$ cat src/hdl/nvmsp_pkg.sv
/*
 * Shared constants and types for the nonvolatile section and page buffer front end.
 * Assumes a 16-bit byte address space and byte-wide load/store traffic.
 */
package nvmsp_pkg;
	// ****************************************
	// Section layout and address map
	// ****************************************
	localparam int SECT_UNIT = 256;
	localparam logic [15:0] FL_BASE = 16'h8000;
	localparam logic [15:0] EE_BASE = 16'h1400;
	localparam logic [15:0] UR_BASE = 16'h1300;
	// ****************************************
	// Register map and fields
	// ****************************************
	localparam logic [3:0] RA_CMD = 4'h0;
	localparam logic [3:0] RA_PROT = 4'h1;
	localparam logic [3:0] RA_STAT = 4'h2;
	localparam logic [3:0] RA_BEND = 4'h3;
	localparam logic [3:0] RA_AEND = 4'h4;
	localparam int PB_LOCK = 0;
	localparam int PB_APP_CODE_WRITE_PROTECT = 1;
	localparam int SB_FLASH_BUSY_FLAG = 0;
	localparam int SB_EBUSY = 1;
	localparam int SB_WERR = 2;
	localparam int CMD_W = 3;
	localparam logic [7:0] RD_NONE = 8'h00;
	typedef enum logic [2:0] {
		CMD_NONE = 3'h0,
		CMD_WP = 3'h1,
		CMD_ER = 3'h2,
		CMD_ERWP = 3'h3,
		CMD_PBC = 3'h4,
		CMD_CHER = 3'h5
	} nvmsp_cmd_t;
	typedef enum logic [1:0] {
		SEC_BOOT = 2'h0,
		SEC_CODE = 2'h1,
		SEC_DATA = 2'h2
	} nvmsp_sec_t;
	typedef enum logic [1:0] {
		AR_NONE = 2'h0,
		AR_FLASH = 2'h1,
		AR_EE = 2'h2,
		AR_USER = 2'h3
	} nvmsp_area_t;
	typedef struct packed {
		logic ld;
		logic st;
		logic dbg;
		logic [15:0] addr;
		logic [7:0] wdata;
	} nvmsp_cpu_t;
	typedef struct packed {
		logic start;
		nvmsp_cmd_t cmd;
		nvmsp_area_t area;
		logic [15:0] page_addr;
	} nvmsp_arr_req_t;
endpackage

$ cat src/hdl/nvmsp_top.sv
/*
 * Front end of the nonvolatile memory controller: flash sections, write protection,
 * boot lock, load wait states and the shared AND-merging page buffer.
 * Assumes the array back end runs on sys_clk, starts on arr_req.start and pulses arr_done.
 */
// Local design decisions: strobed register access and the register offsets.
// Functional notes
// [RULE_01] Flash programmed and erased by whole pages
// [RULE_02] Two fuses split flash in 256-byte blocks
// [RULE_03] Boot end zero makes all flash boot
// [RULE_04] App end zero: code to flash end
// [RULE_05] App end not above boot: data only
// [RULE_06] Else code between ends, data above
// [RULE_07] Out-of-range fuse falls back to default
// [RULE_08] Boot code may write code and data
// [RULE_09] Code section may write data only
// [RULE_10] Data section code writes nothing nonvolatile; the code starts CMD_CHER from any section without a check
// [RULE_11] Boot section is never CPU-written; the code still starts a CPU CMD_CHER without any section or lock check
// [RULE_12] Boot lock blocks boot reads outside boot
// [RULE_13] Code write protect freezes code section; the code still starts CMD_CHER while it is set
// [RULE_14] EEPROM touches only marked bytes
// [RULE_15] Buffer store marks the EEPROM byte
// [RULE_16] User row is one EEPROM page
// [RULE_17] Debug may write user row when locked
// [RULE_18] Loads wait while an array is busy
// [RULE_19] One shared page buffer for all areas
// [RULE_20] Stores fill buffer by low address bits
// [RULE_21] Buffer store ANDs new and old data
// [RULE_22] Buffer set to ones after reset, ops
// [RULE_23] Software waits for idle before buffer use
`timescale 1ns/1ps
module nvmsp_top import nvmsp_pkg::*; #(
	parameter int FLASH_BYTES = 8192,
	parameter int PAGE_BYTES = 64,
	parameter int EE_BYTES = 128,
	parameter int UR_BYTES = 32,
	parameter logic [7:0] BOOT_END_DEF = 8'h00,
	parameter logic [7:0] APP_END_DEF = 8'h00
) (
	input wire logic sys_clk,
	input wire logic sys_rst,
	input wire logic clk_en,
	input wire logic [3:0] reg_addr,
	input wire logic [7:0] reg_wdata,
	input wire logic reg_wr,
	input wire logic reg_rd,
	input wire logic reg_dbg,
	output logic [7:0] reg_rdata,
	input wire nvmsp_cpu_t cpu_req,
	input wire logic [15:0] cpu_pc,
	input wire logic dev_locked,
	input wire logic [7:0] boot_end_fuse,
	input wire logic [7:0] app_code_end_fuse,
	output logic cpu_wait,
	output logic cpu_ack,
	output logic [7:0] cpu_rdata,
	output logic fetch_block,
	output nvmsp_arr_req_t arr_req,
	output logic [PAGE_BYTES-1:0][7:0] arr_data,
	output logic [PAGE_BYTES-1:0] arr_mask,
	output logic arr_rd,
	output logic [15:0] arr_raddr,
	input wire logic arr_done,
	input wire logic [7:0] arr_rdata
);
	localparam int PW = $clog2(PAGE_BYTES);

	if (PAGE_BYTES < 2 || (1 << PW) != PAGE_BYTES || FLASH_BYTES > 32768 ||
		FLASH_BYTES % PAGE_BYTES != 0 || UR_BYTES > PAGE_BYTES ||
		EE_BYTES % PAGE_BYTES != 0) begin : g_bad_params
		$error("nvmsp_top: unsupported size parameters");
	end

	typedef enum logic {OP_IDLE = 1'b0, OP_RUN = 1'b1} nvmsp_op_t;

	// ****************************************
	// Decoding helpers
	// ****************************************
	function automatic logic fuse_fits(input logic [7:0] f);
		return 32'(f) * SECT_UNIT <= FLASH_BYTES;
	endfunction

	function automatic nvmsp_sec_t sec_of(input logic [15:0] off, input logic [7:0] b,
		input logic [7:0] a);
		logic [31:0] bb;
		logic [31:0] ab;
		bb = 32'(b) * SECT_UNIT;
		ab = 32'(a) * SECT_UNIT;
		if (b == 8'h00 || 32'(off) < bb)
			return SEC_BOOT; // [RULE_03]
		else if (a == 8'h00)
			return SEC_CODE; // [RULE_04]
		else if (a <= b)
			return SEC_DATA; // [RULE_05]
		else if (32'(off) < ab)
			return SEC_CODE; // [RULE_06]
		else
			return SEC_DATA;
	endfunction

	function automatic nvmsp_area_t area_of(input logic [15:0] a);
		if (a >= FL_BASE && 32'(a - FL_BASE) < FLASH_BYTES)
			return AR_FLASH;
		else if (a >= EE_BASE && 32'(a - EE_BASE) < EE_BYTES)
			return AR_EE;
		else if (a >= UR_BASE && 32'(a - UR_BASE) < UR_BYTES)
			return AR_USER; // [RULE_16]
		else
			return AR_NONE;
	endfunction

	// Section checks run on flash offsets; debug writes skip them, since they are no CPU code.
	function automatic logic wr_ok(input nvmsp_area_t ar, input nvmsp_sec_t ts,
		input nvmsp_sec_t es, input logic wp, input logic dbg, input logic lk);
		if (dbg)
			return !lk || ar == AR_USER; // [RULE_17]
		unique case (ar)
			AR_FLASH: begin
				if (ts == SEC_BOOT)
					return 1'b0; // [RULE_11]
				else if (ts == SEC_CODE)
					return es == SEC_BOOT && !wp; // [RULE_08] [RULE_13]
				else
					return es != SEC_DATA; // [RULE_08] [RULE_09] [RULE_10]
			end
			AR_EE, AR_USER: return es != SEC_DATA; // [RULE_10] [RULE_16]
			default: return 1'b0;
		endcase
	endfunction

	// ****************************************
	// State
	// ****************************************
	logic fuse_ok;
	logic [7:0] be;
	logic [7:0] ae;
	logic lock;
	logic app_code_write_protect;
	logic flash_busy_flag;
	logic ebusy;
	logic werr;
	nvmsp_op_t op;
	logic [PAGE_BYTES-1:0][7:0] pbuf;
	logic [PAGE_BYTES-1:0] pmark;
	nvmsp_area_t buf_area;
	nvmsp_sec_t buf_sec;
	logic [15:0] buf_page;
	logic ld_pend;
	logic ld_blk;
	logic [15:0] ld_addr;

	logic busy_any;
	nvmsp_sec_t exec_sec;
	nvmsp_area_t st_area;
	logic [PW-1:0] st_idx;
	logic st_ok;
	logic cmd_wr;
	nvmsp_cmd_t cmd_val;
	logic cmd_go;
	logic cmd_bad;
	logic clr;
	logic next_ld_pend;

	assign arr_data = pbuf;
	assign busy_any = flash_busy_flag || ebusy || !fuse_ok;
	assign exec_sec = sec_of(cpu_pc - FL_BASE, be, ae);
	assign st_area = area_of(cpu_req.addr);
	assign st_idx = cpu_req.addr[PW-1:0]; // [RULE_20]
	// Stores during a busy period are dropped; software must poll first.
	assign st_ok = clk_en && cpu_req.st && !busy_any && st_area != AR_NONE; // [RULE_23]
	assign cmd_wr = clk_en && reg_wr && reg_addr == RA_CMD && op == OP_IDLE && fuse_ok;
	assign cmd_val = nvmsp_cmd_t'(reg_wdata[CMD_W-1:0]);

	always_comb begin
		cmd_go = 1'b0;
		cmd_bad = 1'b0;
		if (cmd_wr) begin
			unique case (cmd_val)
				CMD_CHER: cmd_go = 1'b1;
				CMD_WP, CMD_ERWP, CMD_ER: begin
					if (buf_area != AR_NONE && (cmd_val != CMD_ER || |pmark) &&
						wr_ok(buf_area, buf_sec, exec_sec, app_code_write_protect, reg_dbg, dev_locked))
						cmd_go = 1'b1;
					else
						cmd_bad = 1'b1;
				end
				default: cmd_go = 1'b0;
			endcase
		end
	end

	assign clr = (cmd_wr && cmd_val == CMD_PBC) ||
		(clk_en && op == OP_RUN && arr_done); // [RULE_22]

	// ****************************************
	// Fuse capture after reset release
	// ****************************************
	always_ff @(posedge sys_clk or posedge sys_rst) begin
		if (sys_rst) begin
			fuse_ok <= 1'b0;
			be <= 8'h00;
			ae <= 8'h00;
		end else if (clk_en && !fuse_ok) begin
			fuse_ok <= 1'b1;
			be <= fuse_fits(boot_end_fuse) ? boot_end_fuse : BOOT_END_DEF; // [RULE_02] [RULE_07]
			ae <= fuse_fits(app_code_end_fuse) ? app_code_end_fuse : APP_END_DEF; // [RULE_07]
		end
	end

	// ****************************************
	// Protection bits: set only, cleared by reset
	// ****************************************
	always_ff @(posedge sys_clk or posedge sys_rst) begin
		if (sys_rst) begin
			lock <= 1'b0;
			app_code_write_protect <= 1'b0;
			fetch_block <= 1'b0;
		end else if (clk_en) begin
			if (reg_wr && reg_addr == RA_PROT) begin
				if (reg_wdata[PB_LOCK] && !reg_dbg && exec_sec == SEC_BOOT)
					lock <= 1'b1; // [RULE_12]
				if (reg_wdata[PB_APP_CODE_WRITE_PROTECT])
					app_code_write_protect <= 1'b1; // [RULE_13]
			end
			fetch_block <= lock && exec_sec != SEC_BOOT; // [RULE_12]
		end
	end

	// ****************************************
	// Operation sequencing
	// ****************************************
	always_ff @(posedge sys_clk or posedge sys_rst) begin
		if (sys_rst) begin
			op <= OP_IDLE;
			flash_busy_flag <= 1'b0;
			ebusy <= 1'b0;
			werr <= 1'b0;
			arr_req <= '0;
			arr_mask <= '0;
		end else if (clk_en) begin
			arr_req.start <= cmd_go;
			if (reg_wr && reg_addr == RA_STAT && reg_wdata[SB_WERR])
				werr <= 1'b0;
			if (cmd_bad)
				werr <= 1'b1;
			if (cmd_go) begin
				op <= OP_RUN;
				arr_req.cmd <= cmd_val;
				arr_req.area <= buf_area;
				arr_req.page_addr <= buf_page;
				flash_busy_flag <= cmd_val == CMD_CHER || buf_area == AR_FLASH;
				ebusy <= cmd_val == CMD_CHER || buf_area != AR_FLASH;
				if (cmd_val == CMD_CHER || buf_area == AR_FLASH)
					arr_mask <= '1; // [RULE_01]
				else
					arr_mask <= pmark; // [RULE_14]
			end else if (op == OP_RUN && arr_done) begin
				op <= OP_IDLE;
				flash_busy_flag <= 1'b0;
				ebusy <= 1'b0;
			end
		end
	end

	// ****************************************
	// Shared page buffer
	// ****************************************
	// One buffer serves every area, so the last stored area owns the next command.
	always_ff @(posedge sys_clk or posedge sys_rst) begin
		if (sys_rst) begin
			pbuf <= '1; // [RULE_22]
			pmark <= '0;
			buf_area <= AR_NONE;
			buf_sec <= SEC_BOOT;
			buf_page <= 16'h0000;
		end else if (clr) begin
			pbuf <= '1; // [RULE_22]
			pmark <= '0;
		end else if (st_ok) begin
			pbuf[st_idx] <= pbuf[st_idx] & cpu_req.wdata; // [RULE_21]
			pmark[st_idx] <= 1'b1; // [RULE_15]
			buf_area <= st_area; // [RULE_19]
			buf_sec <= sec_of(cpu_req.addr - FL_BASE, be, ae);
			buf_page <= cpu_req.addr;
		end
	end

	// ****************************************
	// Loads with wait states
	// ****************************************
	always_comb begin
		next_ld_pend = ld_pend;
		if (cpu_req.ld && !ld_pend)
			next_ld_pend = 1'b1;
		if (next_ld_pend && !busy_any)
			next_ld_pend = 1'b0;
	end

	always_ff @(posedge sys_clk or posedge sys_rst) begin
		if (sys_rst) begin
			ld_pend <= 1'b0;
			ld_addr <= 16'h0000;
			ld_blk <= 1'b0;
			cpu_wait <= 1'b0;
			cpu_ack <= 1'b0;
			cpu_rdata <= RD_NONE;
			arr_rd <= 1'b0;
			arr_raddr <= 16'h0000;
		end else if (clk_en) begin
			ld_pend <= next_ld_pend; // [RULE_18]
			cpu_wait <= next_ld_pend;
			if (cpu_req.ld && !ld_pend)
				ld_addr <= cpu_req.addr;
			arr_rd <= (ld_pend || cpu_req.ld) && !busy_any; // [RULE_18]
			if ((ld_pend || cpu_req.ld) && !busy_any) begin
				arr_raddr <= ld_pend ? ld_addr : cpu_req.addr;
				ld_blk <= lock && exec_sec != SEC_BOOT && area_of(ld_pend ? ld_addr :
					cpu_req.addr) == AR_FLASH && sec_of((ld_pend ? ld_addr :
					cpu_req.addr) - FL_BASE, be, ae) == SEC_BOOT; // [RULE_12]
			end
			cpu_ack <= arr_rd;
			if (arr_rd)
				cpu_rdata <= ld_blk ? RD_NONE : arr_rdata;
		end
	end

	// ****************************************
	// Register read port
	// ****************************************
	always_ff @(posedge sys_clk or posedge sys_rst) begin
		if (sys_rst) begin
			reg_rdata <= RD_NONE;
		end else if (clk_en) begin
			reg_rdata <= RD_NONE;
			if (reg_rd) begin
				unique case (reg_addr)
					RA_PROT: begin
						reg_rdata[PB_LOCK] <= lock;
						reg_rdata[PB_APP_CODE_WRITE_PROTECT] <= app_code_write_protect;
					end
					RA_STAT: begin
						reg_rdata[SB_FLASH_BUSY_FLAG] <= flash_busy_flag || !fuse_ok;
						reg_rdata[SB_EBUSY] <= ebusy || !fuse_ok;
						reg_rdata[SB_WERR] <= werr;
					end
					RA_BEND: reg_rdata <= be;
					RA_AEND: reg_rdata <= ae;
					default: reg_rdata <= RD_NONE;
				endcase
			end
		end
	end
endmodule // nvmsp_top

$ cat config.mk
export PLATFORM = sky130hd
export DESIGN_NAME = nvmsp_top
export DESIGN_NICKNAME = d
export VERILOG_FILES = /design/src/hdl/nvmsp_pkg.sv /design/src/hdl/nvmsp_top.sv
export SDC_FILE = /design/constraint.sdc
export NUM_CORES = 2
export LEC_CHECK = 0
export ABC_AREA = 1
export ABC_CLOCK_PERIOD_IN_PS = 37500
export BUFFER_PORTS_ARGS = -buffer_cell sky130_fd_sc_hd__buf_2
export CELL_PAD_IN_SITES_DETAIL_PLACEMENT = 1
export CELL_PAD_IN_SITES_GLOBAL_PLACEMENT = 1
export CORE_ASPECT_RATIO = 0.7
export CORE_UTILIZATION = 44
export CTS_CLUSTER_DIAMETER = 40
export DETAILED_ROUTE_END_ITERATION = 10
export GPL_TIMING_DRIVEN = 0
export MAX_ROUTING_LAYER = met4
export PLACE_DENSITY = 0.81
export SLEW_MARGIN = 10
export SYNTH_ARGS = -nofsm -noshare
export SYNTH_HDL_FRONTEND = slang
export SYNTH_SLANG_ARGS = --single-unit
$ cat constraint.sdc
create_clock -name sys_clk -period 37.5 [get_ports sys_clk]
set_input_delay 7.5 -clock sys_clk [delete_from_list [all_inputs] [get_ports sys_clk]]
set_output_delay 7.5 -clock sys_clk [all_outputs]
set_load 0.03 [all_outputs]
### Word level (Yosys, flattened, before mapping)

Cells that the tools add are included.

* reduce and logical (&&, ||, !) cells: 76
* $lt $le $gt $ge: 23
* add/subtract/negate cells: 9
* multiplexer cells: 66
* equal/unequal tests: 17
* bitwise gates (word level): 4

Operators by type and width (count)
* $mux 512: 2
* $bwmux 512: 1
* $mux 64: 3
* $lt 16x16->1: 6
* $sub 16x13->17 const B: 4
* $ge 16x13->1 const B: 4
* $lt 32x14->1 const B: 2
* $lt 32x6->1 const B: 2
* $lt 32x8->1 const B: 2
* $or 64x64->64: 1
* $reduce_or 64->1: 1
* $bmux 8 s6: 1
* $demux 8 s6: 1
* $mux 8: 6
* $sub 16x16->16 const B: 3
* $mux 2: 22
* $sub 16x16->17 const B: 2
* $logic_and 1x1->1: 33
* $ge 16x16->1 const B: 2
* $le 16x14->1 const B: 2
* $mux 1: 23
* $logic_not 8->1: 2
* $mux 16: 1
* $reduce_and 2->1: 7
* 29 further kinds: 62

* word-level logic and storage cells: 286
* output and inout bits: 634
* flip-flop bits (word level): 758

### Logic depth before layout (Yosys ltp)

* depth after elaboration: 20
* mapped depth: 20

### Least setup slack after synthesis

No wires, ideal clock.

* path type: input to register
* from: in cpu_pc[15]
* to: reg arr_mask[10]
* setup time: 0.130 ns
* data required time: 37.370 ns
* path buffers: 2
* stages on the path: 18
* slack: 28.094 ns
* arrival time: 9.276 ns
* cell sequence: inv_1 -> ha_1 -> nand2_1 -> inv_1 -> nor3_1 -> nand2_1 -> nand2_1 -> nand2_1 -> nand2_1 -> nand3_1 -> nand2_1 -> nand3_1 -> nand2_2 -> nand2_1 -> buf_2 -> clkbuf_1 -> nand2_1 -> o21ai_0

* longest elaborated chain between the ends: 19
* elaborated cells on any way between the ends: 22

RTL lines
* start: declaration: line nvmsp_top.sv:50 `input wire logic [15:0] cpu_pc,`
* $sub 16x16->16 *: line nvmsp_top.sv:166 `assign exec_sec = sec_of(cpu_pc - FL_BASE, be, ae);`
* $lt 16x16->1: line nvmsp_top.sv:95 `else if (32'(off) < ab)`
* $mux 2: line nvmsp_top.sv:95
* $mux 2: line nvmsp_top.sv:93 `else if (a <= b)`
* $mux 2: line nvmsp_top.sv:91 `else if (a == 8'h00)`
* $mux 2 *: line nvmsp_top.sv:89 `if (b == 8'h00 || 32'(off) < bb)`
* $logic_not 2->1: line nvmsp_top.sv:122 `return es == SEC_BOOT && !wp;`
* $logic_and 1x1->1: line nvmsp_top.sv:122
* (+3 left out)
* $mux 1 *: line nvmsp_top.sv:117 `unique case (ar)`
* $mux 1 *: line nvmsp_top.sv:178 `unique case (cmd_val)`
* $mux 1 *: line nvmsp_top.sv:177 `if (cmd_wr) begin`
* $logic_and 1x1->1 *: line nvmsp_top.sv:181 `if (buf_area != AR_NONE && (cmd_val != CMD_ER || |pmark) &&`
* $mux 1 *: line nvmsp_top.sv:181
* $pmux 1 s2 *: line nvmsp_top.sv:178
* $mux 1 *: line nvmsp_top.sv:177
* $reduce_and 2->1 (no source line) *
* end signal: assignment: line nvmsp_top.sv:256 `arr_mask <= pmark;`
* end: declaration: line nvmsp_top.sv:60 `output logic [PAGE_BYTES-1:0] arr_mask,`

Mark *: on every way between the ends. The rest lies on a longest branch, timed or not. The select of a mux whose other input is x is not followed.
A chain may end at the register's enable or synchronous reset.

### Worst setup path after layout

* from: in cpu_req[8] in the netlist's numbering
* to: reg pbuf (netlist bit arr_data[450])

* longest elaborated chain between the ends: 9
* elaborated cells on any way between the ends: 29

RTL lines
* start: declaration: line nvmsp_top.sv:49 `input wire nvmsp_cpu_t cpu_req,`
* $sub 16x13->17: line nvmsp_top.sv:106 `else if (a >= UR_BASE && 32'(a - UR_BASE) < UR_BYTES)`
* $lt 32x6->1: line nvmsp_top.sv:106
* $logic_and 1x1->1: line nvmsp_top.sv:106
* $mux 2: line nvmsp_top.sv:106
* $mux 2: line nvmsp_top.sv:104 `else if (a >= EE_BASE && 32'(a - EE_BASE) < EE_BYTES)`
* $mux 2: line nvmsp_top.sv:102 `if (a >= FL_BASE && 32'(a - FL_BASE) < FLASH_BYTES)`
* $reduce_bool 2->1: line nvmsp_top.sv:170 `assign st_ok = clk_en && cpu_req.st && !busy_any && st_area != AR_NONE;`
* $logic_and 1x1->1: line nvmsp_top.sv:170
* $reduce_bool 2->1 (no source line)
* end signal: indexed assignment: line nvmsp_top.sv:280 `pbuf[st_idx] <= pbuf[st_idx] & cpu_req.wdata;`
* end: declaration: line nvmsp_top.sv:143 `logic [PAGE_BYTES-1:0][7:0] pbuf;`

Parallel ways exist; a longest one is shown, timed or not. The select of a mux whose other input is x is not followed.

==> flow_summary.yaml <==
run_status:
  status: "finished clean"
layout:
  nFillCells: 9908
  fin_area_sq_um: 45100
  syn_to_final_growth_pct: 24.3
  drive_gt1_share_pct: 32.3
  instances_no_fill: 6306
  final_nets: 5247
yosys:
  synth_nets: 4438
  synth_area_leader_cell: "dfstp_2"
  netlist-cell-type-count: 41
  netlist_area_sq_um: 36200
  synth_mux_area_share_pct: 0
  yosys.area.top_type_share_pct: 37.1
  synth-seq-area-share_pct: 54.1
  yosys_warnings: 0
  yosysMostFrequentCell: "nand2_1"
  synthTopCellsByCount: "nand2_1, a21oi_1, nand3_1, dfstp_2, dfrtp_1"
  synthXorXnorAreaFrac_pct: 0
  synth_ff_type: "dfstp_2"
  syn_area_per_cell_sq_um: 8.41
  netlist_instances: 4308
  synth-compound-area-share_pct: 14.0
  yosys.area_share.adder_pct: 1.48
  yosys-top-cells-area: "dfstp_2, dfrtp_1, nand2_1"
  synth-seq-cells: 758
  synthSimpleGateAreaFrac_pct: 24.9
  async_flop_share_pct: 100
  synth_top_family_by_area: "simple AND/OR/NAND/NOR gates"
  synth_edf_count: 0
clock_network:
  cts.sinks: 758
  root_buffer: "clkbuf_16"
  cts_max_level: 3
  cts_resized: 0
  postCtsHoldBufs: 0
  cts_tree: "built"
  cts.clk_slew.worst_paths_ns: 0.06
  cts_buffers: 106
  post_cts_buffers: 0
  insertion_delay_ns: 0.74
  clk_path_buf_depth: 3
global_routing:
  grt_pass1_vias: 39806
  grt_usage_pct: 52.9
  overflow: 0
  antenna_found_initial: 24
  grt_max_degree: 114
  grt_pass1_wl_um: 306000
timing:
  finalSetupTns_ns: 0
  tightest_slew_ns: 1.48
  fmax_mhz: 83.2
  fin_crit_ns: 12.02
  setup_viol_count_final: 0
  slew_violations: 0
  fin_ws_ns: 25.48
  maxSlewHeadroom_pct: 1.35
  rsz0062_at_grt: "false"
  finalHoldViolCount: 0
  finalClockSkew_ns: 0.0340
  post-route-period-util_pct: 32.1
power:
  pwr_density_cell_nw_per_um2: 73.4
  leakage_nw: 20.4
  ir_drop_v: 0.0000424
floorplanning:
  core-area_sq_um: 81000
  rows: 87
  dieArea_sq_um: 83500
  die_y_um: 242
  initial_core_util_pct: 44.8
  die_x_um: 345
  ios: 721
setup_path:
  r2r-start: "pmark[29]$_DFFE_PP0P_"
  path_class: "in2reg"
  start_kind: "input pin"
  path_delay_family: "buffers and inverters"
  cp.arrival_ns: 12.67
  crit_buf_inv: 6
  cp_max_fo: 10
  required_ns: 38.15
  path_cells: "buf_2, inv_2, nand3_1, inv_2, buf_2, buf_2, nand2_1, nand4_1, nand2_1, nand2_1, nor2_1, nand2_2, buf_2, nand3_1, nand2_1"
  r2r_cells: 14
  cp-end-kind: "flop"
  r2r-end: "arr_mask[7]$_DFFE_PP0P_"
  r2r_setup_slack_ns: 32.43
  cp_slowest_stage_delay_ns: 0.73
  cp_slowest_cell: "inv_2"
routing:
  route.detailed.wl_per_inst_um: 34.7
  via_count: 41385
  first_pass_iters: 6
  ant_nets: 0
  via_per_inst: 6.56
  routed_wl_um: 219000
  drc: 0
  drt-initial-drc-count: 5723
hold_path:
  hold_end: "arr_req[13]$_DFFE_PP0P_"
  hold_path.class: "reg2reg"
  worstHoldPathCells: 2
  hold_start: "arr_req[13]$_DFFE_PP0P_"
place:
  hpwl_um: 158000
  placed_cell_area_sq_um: 41300
  pre_cts_ws_ns: 25.30
  place_congestion: 1.04
  io_buffers: 694
  dp_cells: 6077
job:
  cap_violations: 0
cell type report:
class / count / area [sq um] / share of cell area, %
tap: 1068 / 1340 / 2.97
clock buffer: 122 / 2770 / 6.15
sequential: 758 / 19600 / 43.5
clock inverter: 79 / 931 / 2.07
multi-input combinational: 3053 / 14700 / 32.5
timing repair buffer: 701 / 3670 / 8.13
antenna: 28 / 70.1 / 0.155
inverter: 232 / 881 / 1.95
buffer: 265 / 1140 / 2.54
how the worst max path moves through the flow:
| stage | startpoint | endpoint | slack (ns) | cells past startpoint |
|---|---|---|---|---|
| after floorplan | sys_rst | ae[0]$_DFFE_PP0P_ | 9.57 | 1 |
| after global placement | sys_rst | pmark[37]$_DFFE_PP0P_ | 0.05 | 2 |
| after detailed placement | cpu_req[8] | arr_data[418]$_DFFE_PP1P_ | 25.30 | 15 |
| after CTS | cpu_req[8] | arr_data[450]$_DFFE_PP1P_ | 26.02 | 15 |
| final | cpu_req[8] | arr_data[450]$_DFFE_PP1P_ | 25.48 | 15 |
| after global routing | cpu_req[8] | arr_data[490]$_DFFE_PP1P_ | 25.81 | 15 |
through the flow:
stage	hold WS [ns]	power (mW)	util, %
after floorplan	0.436	1.78	-
after global placement	0.451	2.17	50.7
after detailed placement	0.458	2.19	51.0
after CTS	0.473	3.26	55.6
after global routing	0.493	3.37	55.6
final	0.466	3.31	55.6
per-layer routing:
layer  routed length, um  GRT usage, %  part of all wire [%]  up-vias
li1                    -             -                     -    16330
met5                   0             -                     0        -
met3               34200          24.1                    16      817
met4               14700          29.6                   6.7        0
met1               82100          66.8                    37    20874
met2               87900          69.3                    40     3364
cell usage in the layout, fill, tap and decap left out, drive strengths merged, types with 6 or more instances in the layout:
cell,synthesis,final
diode,0,28
o211ai,6,6
inv,229,261
bufinv,0,11
clkbuf,132,254
nor3,22,22
ha,43,43
a31oi,9,9
a221oi,42,42
a21oi,610,610
nor2,192,192
clkinvlp,0,16
dfrtp,246,246
a22o,11,11
clkinv,3,23
nand3,583,583
buf,133,834
nor4,11,11
nand4,71,71
nand2,1201,1201
o22ai,7,7
o21ai,161,161
a22oi,63,63
dfstp,512,512
worst register-to-register path, delay by kind of cell (launching register included):
kind	cells	cell delay (ns)
compound gates	1	0.18
buf+inv	4	1.33
flops	1	0.39
simple gates	9	3.04
cell families after synthesis:
family	count (synthesis)
AND/OR/NAND/NOR	2084
AO/OA/AOI/OAI	926
flip-flops	758
buffers and inverters	497
adder cells (fa/ha/maj)	43
registers in the layout (all words and copies together) (netlist names), 2 cells and up:
signal,flops
cpu_rdata,8
buf_area,2
be,8
buf_page,16
reg_rdata,8
arr_mask,64
pmark,64
arr_raddr,16
arr_req,22
ae,8
ld_addr,16
buf_sec,2
arr_data,512
power by group:
group	internal, mW	leakage (nW)	switching [mW]	total [mW]
combinational	0.240	10.2	0.711	0.951
sequential	1.08	8.52	0.199	1.28
clock	0.622	1.77	0.456	1.08
total	1.94	20.4	1.37	3.31
Note: power is estimated with default switching activity, not from simulation.
